<file path="config.mk">
export PLATFORM = sky130hd
export DESIGN_NAME = lrr_loop_node
export DESIGN_NICKNAME = d
export VERILOG_FILES = /design/src/core/lrr_pkg.sv /design/src/core/lrr_loop_node.sv /design/src/core/lrr_pair_buffer.sv
export SDC_FILE = /design/constraint.sdc
export NUM_CORES = 1
export LEC_CHECK = 0
export ABC_AREA = 0
export BUFFER_PORTS_ARGS = -buffer_cell sky130_fd_sc_hd__buf_2
export CAP_MARGIN = 10
export CORE_UTILIZATION = 55
export DETAILED_ROUTE_END_ITERATION = 6
export HOLD_SLACK_MARGIN = 0.03
export PLACE_DENSITY_LB_ADDON = 0.12
export SKIP_CTS_REPAIR_TIMING = 1
export SLEW_MARGIN = 20
export SYNTH_ARGS = -nofsm -noshare
export SYNTH_HDL_FRONTEND = slang
export SYNTH_SLANG_ARGS = --single-unit
</file>
<file path="constraint.sdc">
create_clock -name ref_clk -period 6.6 [get_ports ref_clk]
set_input_delay 0.33 -clock ref_clk [delete_from_list [all_inputs] [get_ports ref_clk]]
set_output_delay 0.33 -clock ref_clk [all_outputs]
set_load 0.05 [all_outputs]
</file>
<file path="src/core/lrr_pkg.sv">
package lrr_pkg;

  // frame layout: C2 C1 C0 then D7..D0, first bit on the wire is C2
  localparam int unsigned FRAME_BITS = 11;
  localparam int unsigned C2_POS     = 10;
  localparam int unsigned C1_POS     = 9;
  localparam int unsigned C0_POS     = 8;
  localparam int unsigned GRP_HI     = 7;
  localparam int unsigned GRP_LO     = 5;

  // bit counts: zero, the counts at which a class can be told apart, last and full
  localparam logic [3:0] CNT_ZERO  = 4'h0;
  localparam logic [3:0] CNT_DATA  = 4'h1;
  localparam logic [3:0] CNT_IDENT = 4'h2;
  localparam logic [3:0] CNT_CMD   = 4'h3;
  localparam logic [3:0] CNT_GROUP = 4'h6;
  localparam logic [3:0] CNT_FULL  = 4'hb;
  localparam logic [3:0] CNT_LAST  = 4'ha;

  // control field codes
  localparam logic [2:0] CTRL_CMD = 3'h4;
  localparam logic [2:0] CTRL_RDY = 3'h5;

  // ready-class group codes in D7..D5
  localparam logic [2:0] GRP_ADDR_READY = 3'h2;
  localparam logic [2:0] GRP_AUTO_ADDR  = 3'h4;

  typedef enum logic [1:0] {
    rx_idle         = 2'h0,
    rx_sync_decide  = 2'h1,
    rx_echo_handoff = 2'h3,
    rx_hold_handoff = 2'h2
  } lrr_rx_state_type;

  typedef enum logic [1:0] {
    tx_idle         = 2'h0,
    tx_own_frame    = 2'h1,
    tx_echo_frame   = 2'h3,
    tx_after_accept = 2'h2
  } lrr_tx_state_type;

  typedef struct packed {
    logic [2:0] ctrl;
    logic [7:0] data;
  } lrr_frame_type;

  // state linkages from talker, listener, controller and addressing logic
  typedef struct packed {
    logic talker_active;
    logic serial_poll_active;
    logic dev_id_active;
    logic acc_id_active;
    logic talker_hold;
    logic talker_error;
    logic talker_primary;
    logic talker_addressed;
    logic listener_active;
    logic not_ready_wait;
    logic ctl_active;
    logic ctl_standby;
  } lrr_link_type;

  typedef struct packed {
    logic rx_idle;
    logic rx_sync_decide;
    logic rx_echo_handoff;
    logic rx_hold_handoff;
    logic tx_idle;
    logic tx_own_frame;
    logic tx_echo_frame;
    logic tx_after_accept;
  } lrr_status_type;

endpackage

</file>
<file path="src/core/lrr_loop_node.sv">
`timescale 1ns/1ps
module lrr_loop_node (
  input  wire logic                   ref_clk,
  input  wire logic                   reset_n,
  input  wire logic                   rx_bit_valid,
  input  wire logic                   rx_bit,
  input  wire logic                   rx_sync,
  input  wire lrr_pkg::lrr_link_type  link,
  input  wire logic                   aa_echo,
  input  wire logic                   own_valid,
  input  wire lrr_pkg::lrr_frame_type own_frame,
  input  wire logic                   acc_valid,
  input  wire lrr_pkg::lrr_frame_type acc_frame,
  input  wire logic                   attention_bit,
  input  wire logic                   poll_en,
  input  wire logic [2:0]             poll_sel,
  input  wire logic                   poll_val,
  input  wire logic                   hold_ready,
  input  wire logic                   tx_bit_ready,
  output logic                        hold_valid,
  output lrr_pkg::lrr_frame_type      hold_frame,
  output logic                        own_taken,
  output logic                        acc_taken,
  output logic                        tx_bit,
  output logic                        tx_bit_valid,
  output logic                        tx_sync,
  output logic                        tx_done,
  output lrr_pkg::lrr_status_type     status
);

  typedef struct packed {
    lrr_pkg::lrr_rx_state_type rx_st;
    lrr_pkg::lrr_frame_type    rx_frm;
    logic [3:0]                rx_cnt;
    logic                      rx_is_cmd;
    lrr_pkg::lrr_tx_state_type tx_st;
    lrr_pkg::lrr_frame_type    tx_sh;
    logic [3:0]                tx_cnt;
    logic                      tx_valid;
    logic                      tx_bit;
    logic                      tx_sync;
    logic                      tx_done;
    logic                      own_taken;
    logic                      acc_taken;
    lrr_pkg::lrr_status_type   stat;
  } lrr_node_state_type;

  lrr_node_state_type s_q;
  lrr_node_state_type s_d;

  logic                   buf_in_valid;
  logic                   buf_in_ready;
  logic [10:0]            buf_out_data;
  logic                   echo_take;
  logic [2:0]             cls;

  // returns {known, echo, hold} from the bits seen so far
  function automatic logic [2:0] classify(
    input lrr_pkg::lrr_frame_type f,
    input logic [3:0]             cnt,
    input lrr_pkg::lrr_link_type  l,
    input logic                   aa
  );
    logic busy_data;
    logic ctl;
    logic addressed;
    logic [2:0] grp;
    // every linkage term kept, none left out
    busy_data = l.talker_active
              | l.serial_poll_active
              | l.dev_id_active
              | l.acc_id_active
              | l.talker_hold
              | l.talker_error
              | l.listener_active
              | l.not_ready_wait
              | l.ctl_active;
    ctl = l.ctl_active | l.ctl_standby;
    addressed = l.talker_addressed
              | l.talker_active
              | l.serial_poll_active
              | l.dev_id_active
              | l.acc_id_active
              | l.talker_hold
              | l.talker_error
              | l.talker_primary
              | l.listener_active
              | ctl;
    grp = f.data[lrr_pkg::GRP_HI:lrr_pkg::GRP_LO];
    classify = 3'h0;
    // data class known after first bit
    if (cnt >= lrr_pkg::CNT_DATA && !f.ctrl[lrr_pkg::C2_POS - lrr_pkg::C0_POS]) begin
      classify = {1'b1, !busy_data, busy_data};
    end else if (cnt >= lrr_pkg::CNT_IDENT && f.ctrl[1]) begin
      classify = {1'b1, !ctl, ctl};
    end else if (cnt >= lrr_pkg::CNT_CMD && f.ctrl == lrr_pkg::CTRL_CMD) begin
      // commands are always held, echoed too when not ours
      classify = {1'b1, !ctl, 1'b1};
    end else if (cnt >= lrr_pkg::CNT_GROUP && f.ctrl == lrr_pkg::CTRL_RDY) begin
      // each group term is an AND of its class and its linkages
      if (grp == lrr_pkg::GRP_ADDR_READY) begin
        classify = {1'b1, !addressed, addressed};
      end else if (grp == lrr_pkg::GRP_AUTO_ADDR) begin
        classify = {1'b1, aa, !aa};
      end else begin
        // other ready groups are held so the acceptor can sort them out
        classify = 3'h5;
      end
    end
  endfunction

  // attention and poll modifications applied at load time
  function automatic lrr_pkg::lrr_frame_type modify(
    input lrr_pkg::lrr_frame_type f,
    input logic                   is_echo,
    input logic                   attn,
    input logic                   pen,
    input logic [2:0]             psel,
    input logic                   pval
  );
    logic is_data;
    logic is_ident;
    modify = f;
    is_data  = !f.ctrl[2];
    is_ident = f.ctrl[2] & f.ctrl[1];
    // attention bit is the lowest control bit
    if (attn && (is_data || is_ident)) begin
      modify.ctrl[0] = 1'b1;
    end
    // poll response only on identify frames being retransmitted
    if (pen && is_echo && is_ident) begin
      modify.data[psel] = pval;
    end
  endfunction

  // one flag per state, true only while that state is held
  function automatic lrr_pkg::lrr_status_type state_flags(
    input lrr_pkg::lrr_rx_state_type rs,
    input lrr_pkg::lrr_tx_state_type ts
  );
    state_flags.rx_idle         = (rs == lrr_pkg::rx_idle);
    state_flags.rx_sync_decide  = (rs == lrr_pkg::rx_sync_decide);
    state_flags.rx_echo_handoff = (rs == lrr_pkg::rx_echo_handoff);
    state_flags.rx_hold_handoff = (rs == lrr_pkg::rx_hold_handoff);
    state_flags.tx_idle         = (ts == lrr_pkg::tx_idle);
    state_flags.tx_own_frame    = (ts == lrr_pkg::tx_own_frame);
    state_flags.tx_echo_frame   = (ts == lrr_pkg::tx_echo_frame);
    state_flags.tx_after_accept = (ts == lrr_pkg::tx_after_accept);
  endfunction

  assign cls = classify(s_q.rx_frm, s_q.rx_cnt, link, aa_echo);
  // transmitter takes the echo only once the whole frame is in
  assign echo_take = (s_q.rx_st == lrr_pkg::rx_echo_handoff)
                   && (s_q.rx_cnt == lrr_pkg::CNT_FULL)
                   && (s_q.tx_st == lrr_pkg::tx_idle);

  always_comb begin
    s_d = s_q;
    s_d.tx_done   = 1'b0;
    s_d.own_taken = 1'b0;
    s_d.acc_taken = 1'b0;
    buf_in_valid  = 1'b0;

    // bits land at their frame position as they arrive
    if (s_q.rx_st != lrr_pkg::rx_idle && rx_bit_valid
        && s_q.rx_cnt != lrr_pkg::CNT_FULL) begin
      s_d.rx_frm[lrr_pkg::CNT_LAST - s_q.rx_cnt] = rx_bit;
      s_d.rx_cnt = s_q.rx_cnt + 4'h1;
    end

    case (s_q.tx_st)
      lrr_pkg::tx_idle: begin
        // echo first, and no local frame is started while an echo handoff waits
        if (echo_take) begin
          s_d.tx_st = lrr_pkg::tx_echo_frame;
          s_d.tx_sh = modify(s_q.rx_frm, 1'b1, attention_bit, poll_en, poll_sel, poll_val);
        end else if (s_q.rx_st != lrr_pkg::rx_echo_handoff && acc_valid) begin
          s_d.tx_st = lrr_pkg::tx_after_accept;
          s_d.tx_sh = modify(acc_frame, 1'b0, attention_bit, poll_en, poll_sel, poll_val);
          s_d.acc_taken = 1'b1;
        end else if (s_q.rx_st != lrr_pkg::rx_echo_handoff && own_valid) begin
          s_d.tx_st = lrr_pkg::tx_own_frame;
          s_d.tx_sh = modify(own_frame, 1'b0, attention_bit, poll_en, poll_sel, poll_val);
          s_d.own_taken = 1'b1;
        end
        // first bit out is C2, flagged as sync
        if (s_d.tx_st != lrr_pkg::tx_idle) begin
          s_d.tx_cnt   = lrr_pkg::CNT_ZERO;
          s_d.tx_valid = 1'b1;
          s_d.tx_bit   = s_d.tx_sh[lrr_pkg::C2_POS];
          s_d.tx_sync  = 1'b1;
        end
      end
      lrr_pkg::tx_own_frame, lrr_pkg::tx_echo_frame, lrr_pkg::tx_after_accept: begin
        // stays in its send state while the encoder stalls
        if (s_q.tx_valid && tx_bit_ready) begin
          if (s_q.tx_cnt == lrr_pkg::CNT_LAST) begin
            // whole frame out, back to idle
            s_d.tx_st    = lrr_pkg::tx_idle;
            s_d.tx_valid = 1'b0;
            s_d.tx_sync  = 1'b0;
            s_d.tx_done  = 1'b1;
          end else begin
            // next bit read off the old shifter, no extra stage per bit
            s_d.tx_sh   = {s_q.tx_sh[9:0], 1'b0};
            s_d.tx_bit  = s_q.tx_sh[9];
            s_d.tx_cnt  = s_q.tx_cnt + 4'h1;
            s_d.tx_sync = 1'b0;
          end
        end
      end
      default: begin
        s_d.tx_st = lrr_pkg::tx_idle;
      end
    endcase

    case (s_q.rx_st)
      lrr_pkg::rx_idle: begin
        // only a valid sync bit starts a frame
        if (rx_bit_valid && rx_sync) begin
          s_d.rx_st  = lrr_pkg::rx_sync_decide;
          s_d.rx_frm = '0;
          s_d.rx_frm[lrr_pkg::C2_POS] = rx_bit;
          s_d.rx_cnt = lrr_pkg::CNT_DATA;
          s_d.rx_is_cmd = 1'b0;
        end
      end
      lrr_pkg::rx_sync_decide: begin
        // decide as soon as the class is known
        if (cls[2]) begin
          s_d.rx_is_cmd = cls[0];
          // echo handoff waits for a free transmitter
          if (cls[1] && s_d.tx_st == lrr_pkg::tx_idle) begin
            s_d.rx_st = lrr_pkg::rx_echo_handoff;
          end else if (!cls[1]) begin
            // frames for interpretation go to the acceptor
            s_d.rx_st = lrr_pkg::rx_hold_handoff;
          end
        end
      end
      lrr_pkg::rx_echo_handoff: begin
        if (echo_take) begin
          // commands continue to the acceptor after echo
          s_d.rx_st = s_q.rx_is_cmd ? lrr_pkg::rx_hold_handoff : lrr_pkg::rx_idle;
        end
      end
      lrr_pkg::rx_hold_handoff: begin
        // a full buffer keeps us here; later frames are dropped meanwhile
        // offer the completed frame to the acceptor path
        if (s_q.rx_cnt == lrr_pkg::CNT_FULL) begin
          buf_in_valid = 1'b1;
          // acceptance returns the receiver to idle
          if (buf_in_ready) begin
            s_d.rx_st = lrr_pkg::rx_idle;
          end
        end
      end
      default: begin
        s_d.rx_st = lrr_pkg::rx_idle;
      end
    endcase

    // state flags track the states the registers will hold
    s_d.stat = state_flags(s_d.rx_st, s_d.tx_st);
  end

  // reset is the one transition taken from every state
  always_ff @(posedge ref_clk or negedge reset_n) begin
    if (!reset_n) begin
      s_q <= '{
        rx_st:     lrr_pkg::rx_idle,
        rx_frm:    '0,
        rx_cnt:    lrr_pkg::CNT_ZERO,
        rx_is_cmd: 1'b0,
        tx_st:     lrr_pkg::tx_idle,
        tx_sh:     '0,
        tx_cnt:    lrr_pkg::CNT_ZERO,
        tx_valid:  1'b0,
        tx_bit:    1'b0,
        tx_sync:   1'b0,
        tx_done:   1'b0,
        own_taken: 1'b0,
        acc_taken: 1'b0,
        stat:      '{rx_idle: 1'b1, tx_idle: 1'b1, default: 1'b0}
      };
    end else begin
      s_q <= s_d;
    end
  end

  // a stalled acceptor backs up into the hold handoff; frames arriving meanwhile are dropped
  lrr_pair_buffer #(
    .WIDTH(lrr_pkg::FRAME_BITS)
  ) u_hold_buf (
    .ref_clk  (ref_clk),
    .reset_n  (reset_n),
    .in_valid (buf_in_valid),
    .in_data  (s_q.rx_frm),
    .in_ready (buf_in_ready),
    .out_valid(hold_valid),
    .out_data (buf_out_data),
    .out_ready(hold_ready)
  );

  assign hold_frame   = buf_out_data;
  assign own_taken    = s_q.own_taken;
  assign acc_taken    = s_q.acc_taken;
  assign tx_bit       = s_q.tx_bit;
  assign tx_bit_valid = s_q.tx_valid;
  assign tx_sync      = s_q.tx_sync;
  assign tx_done      = s_q.tx_done;
  assign status       = s_q.stat;

endmodule // lrr_loop_node

</file>
<file path="src/core/lrr_pair_buffer.sv">
`timescale 1ns/1ps
module lrr_pair_buffer #(
  parameter int unsigned WIDTH = 11
) (
  input  wire logic             ref_clk,
  input  wire logic             reset_n,
  input  wire logic             in_valid,
  input  wire logic [WIDTH-1:0] in_data,
  output logic                  in_ready,
  output logic                  out_valid,
  output logic [WIDTH-1:0]      out_data,
  input  wire logic             out_ready
);

  typedef struct packed {
    logic [WIDTH-1:0] d1;
    logic [WIDTH-1:0] d0;
    logic             v1;
    logic             v0;
    logic             rdy;
  } lrr_buf_state_type;

  lrr_buf_state_type s_q;
  lrr_buf_state_type s_d;

  always_comb begin
    s_d = s_q;
    if (s_q.v0 && out_ready) begin
      s_d.d0 = s_q.d1;
      s_d.v0 = s_q.v1;
      s_d.v1 = 1'b0;
    end
    // ready is registered, so a full pair refuses even while draining
    if (s_q.rdy && in_valid) begin
      if (!s_d.v0) begin
        s_d.d0 = in_data;
        s_d.v0 = 1'b1;
      end else begin
        s_d.d1 = in_data;
        s_d.v1 = 1'b1;
      end
    end
    s_d.rdy = !s_d.v1;
  end

  always_ff @(posedge ref_clk or negedge reset_n) begin
    if (!reset_n) begin
      s_q <= '{d1: '0, d0: '0, v1: 1'b0, v0: 1'b0, rdy: 1'b1};
    end else begin
      s_q <= s_d;
    end
  end

  assign in_ready  = s_q.rdy;
  assign out_valid = s_q.v0;
  assign out_data  = s_q.d0;

endmodule // lrr_pair_buffer

</file>
==> impl_metrics.env <==
export IMPL_clock_path_buffers=2
export IMPL_dieArea_um2=7810
export IMPL_finalCritPeriodShare_pct=45.6
export IMPL_fin_crit_ps=3010
export IMPL_rsz0062_at_grt="false"
export IMPL_core_um2=7210
export IMPL_finalWorstSetupSlack_ps=3590
export IMPL_grt_max_degree=75
export IMPL_start_kind="flop"
export IMPL_io_pins=76
export IMPL_arrival_ps=3250
export IMPL_yosysWarningCount=0
export IMPL_synth_ff_latch_count=74
export IMPL_final_setup_tns_ps=0
export IMPL_fp_row_count=31
export IMPL_synth_cell_types=63
export IMPL_peakVddDrop_uv=234
export IMPL_cp_max_fo=22
export IMPL_total_leakage_power_nw=2.30
export IMPL_drt_initial_drc_count=217
export IMPL_synth_ff_type="dfrtp_1"
export IMPL_async_reset_ff_share_pct=100
export IMPL_synth_top_area_share_pct=43.3
export IMPL_fill_cells=625
export IMPL_finalMaxSlewViolations=0
export IMPL_final_cell_mix="75 x buf_2, 71 x dfrtp_1, 44 x nand2_1, 38 x nor2_1"
export IMPL_drtAntennaViolNets=0
export IMPL_maxCapViolCount=0
export IMPL_wl_per_cell_um=16.3
export IMPL_htreeDepth=3
export IMPL_worst_hold_slack_ps=184
export IMPL_port_buffers=75
export IMPL_antenna_found_initial=0
export IMPL_drive_above_1_share_pct=27.5
export IMPL_cp_slowest_cell="nand2b_1"
export IMPL_post_drt_via_cell_ratio=5.86
export IMPL_yosysTopAreaCell="dfrtp_1"
export IMPL_dp_hpwl_um=6450
export IMPL_setup_viol=0
export IMPL_syn_area_um2=4100
export IMPL_cts_root_buf="clkbuf_8"
export IMPL_cts_buffers=9
export IMPL_vias=3306
export IMPL_worstSetupPathType="flop to flop"
export IMPL_place_congestion=0.889
export IMPL_syn_nets=470
export IMPL_synth_top_cells_by_area="dfrtp_1 43%, mux2_2 6.0%, mux2i_1 5.4%, nand2_1 4.0%, buf_4 3.7%"
export IMPL_routed_wl_um=9170
export IMPL_cpPeakStageDelay_ps=650
export IMPL_slew_headroom_pct=35.1
export IMPL_initial_core_util_pct=56.9
export IMPL_grt_pass1_wl_um=14800
export IMPL_n_antenna_cell=0
export IMPL_final_nets=516
export IMPL_power_mw=1.89
export IMPL_tightest_slew_ps=970
export IMPL_cts_sinks=74
export IMPL_clock_latency_ps=350
export IMPL_crit_chain="ha_1 > nand3b_1 > a311oi_2 > nand2b_1 > mux2_2"
export IMPL_powerDensity_nw_per_um2=413
export IMPL_grt_overflow_total=0
export IMPL_cts_tree="built"
export IMPL_die_h_um=88.4
export IMPL_synth_edff_count=0
export IMPL_fin_util_pct=63.4
export IMPL_clk_pin_slew_worst_paths_ps=80
export IMPL_skew_ps=9.28
export IMPL_grt_pass1_vias=3022
export IMPL_chipWidth_um=88.4
export IMPL_min_path_type="input pin to async pin"
export IMPL_final_common_cell="buf_2"
export IMPL_avgSynthCellArea_um2=9.91
export IMPL_route_detailed_drc=0
export IMPL_dp_slack_ps=3630
export IMPL_finalHoldViolations=0
export IMPL_fmax_ghz=0.332
export IMPL_status="complete, no violations"
export IMPL_required_ps=6840
export IMPL_netlist_instances=414
export IMPL_track_usage_pct=25.4
export IMPL_synth_seq_area_share_pct=45.2
export IMPL_dr_pass1_iters=5
export IMPL_area_delta_synth_final_pct=11.5
export IMPL_cp_end_kind="flop"
[through the flow]
stage,cells,area [µm²]
after floorplan,414,4100
after global placement,548,4350
after detailed placement,548,4350
after CTS,564,4570
after global routing,564,4570
final,564,4570
[cell usage after synthesis (3+ instances only)]
master	count
a211oi_1	3
a222oi_1	9
nand2b_1	4
or2_2	4
nand3b_1	4
a21o_1	4
nor3_1	6
ha_1	6
mux2i_1	22
mux2_2	22
nand4_1	4
o21ai_0	22
a31oi_1	7
nor2_1	38
o31ai_1	3
xor2_1	3
clkbuf_1	8
inv_1	13
a21oi_1	19
dfrtp_1	71
buf_4	20
buf_2	9
nand2_1	44
o211ai_1	7
nand3_1	8
dfstp_2	3
nor3b_1	5
[power by group]
group,switching [mW],internal (mW),total [mW]
Sequential,0.159,0.599,0.757
Combinational,0.482,0.264,0.746
Clock,0.174,0.212,0.386
[layout make-up]
class / count / area (µm²) / area share (%)
Timing Repair Buffer: 76 / 383 / 8.37
Multi-Input combinational cell: 286 / 1950 / 42.5
Inverter: 13 / 48.8 / 1.07
Clock buffer: 9 / 124 / 2.71
Clock inverter: 7 / 93.8 / 2.05
Sequential cell: 74 / 1860 / 40.6
Tap cell: 99 / 124 / 2.71
[registers in the layout (all words and copies together) (netlist names)]
register / count
acc_taken: 1
own_taken: 1
s_q: 35
status: 8
tx_bit: 1
tx_bit_valid: 1
tx_done: 1
tx_sync: 1
u_hold_buf.in_ready: 1
u_hold_buf.out_data: 11
u_hold_buf.out_valid: 1
u_hold_buf.s_q: 12
[worst max-delay path, delay by kind of cell (launching register included)]
kind | cells | cell delay, ps
AND/OR/NAND/NOR | 2 | 930
multiplexers | 1 | 410
AO/OA/AOI/OAI | 1 | 540
adder cells (fa/ha/maj) | 1 | 440
flip-flops | 1 | 580
[cell families (layout without fill, tap and decap cells)]
logic type	count (synthesis)	in the layout	synth area share, %
adder cells (fa/ha/maj)	6	6	1.83
AND/OR/NAND/NOR	139	139	17.1
XOR/XNOR	5	5	1.07
flip-flops	74	74	45.2
AO/OA/AOI/OAI	92	92	15.9
multiplexers	44	44	11.4
buffers and inverters	54	105	7.44
[worst paths after layout]
path                                     start  slack, ps  depth (start not counted)                              to
max                          s_q[33]$_DFF_PN0_       3590                          5              tx_bit$_DFFE_PN0P_
min                                    reset_n        180                          2  u_hold_buf.s_q[16]$_DFFE_PN0P_
max reg2reg                  s_q[33]$_DFF_PN0_       3590                          5              tx_bit$_DFFE_PN0P_
min reg2reg                s_q[31]$_DFFE_PN0P_        500                          2             s_q[31]$_DFFE_PN0P_
max in group asynchronous              reset_n       5800                          2             status[5]$_DFF_PN0_
min in group ref_clk              acc_frame[0]        290                          3             s_q[18]$_DFFE_PN0P_
[routing by layer]
| layer | track usage [%] | vias up | part of all wire, % |
|---|---|---|---|
| li1 | - | 1574 | - |
| met1 | 34.9 | 1613 | 47 |
| met2 | 40.0 | 111 | 47 |
| met3 | 5.50 | 8 | 5.2 |
| met4 | 8.50 | 0 | 0.91 |
| met5 | 0 | - | 0 |
No activity file was read; power rests on OpenSTA's default activity.
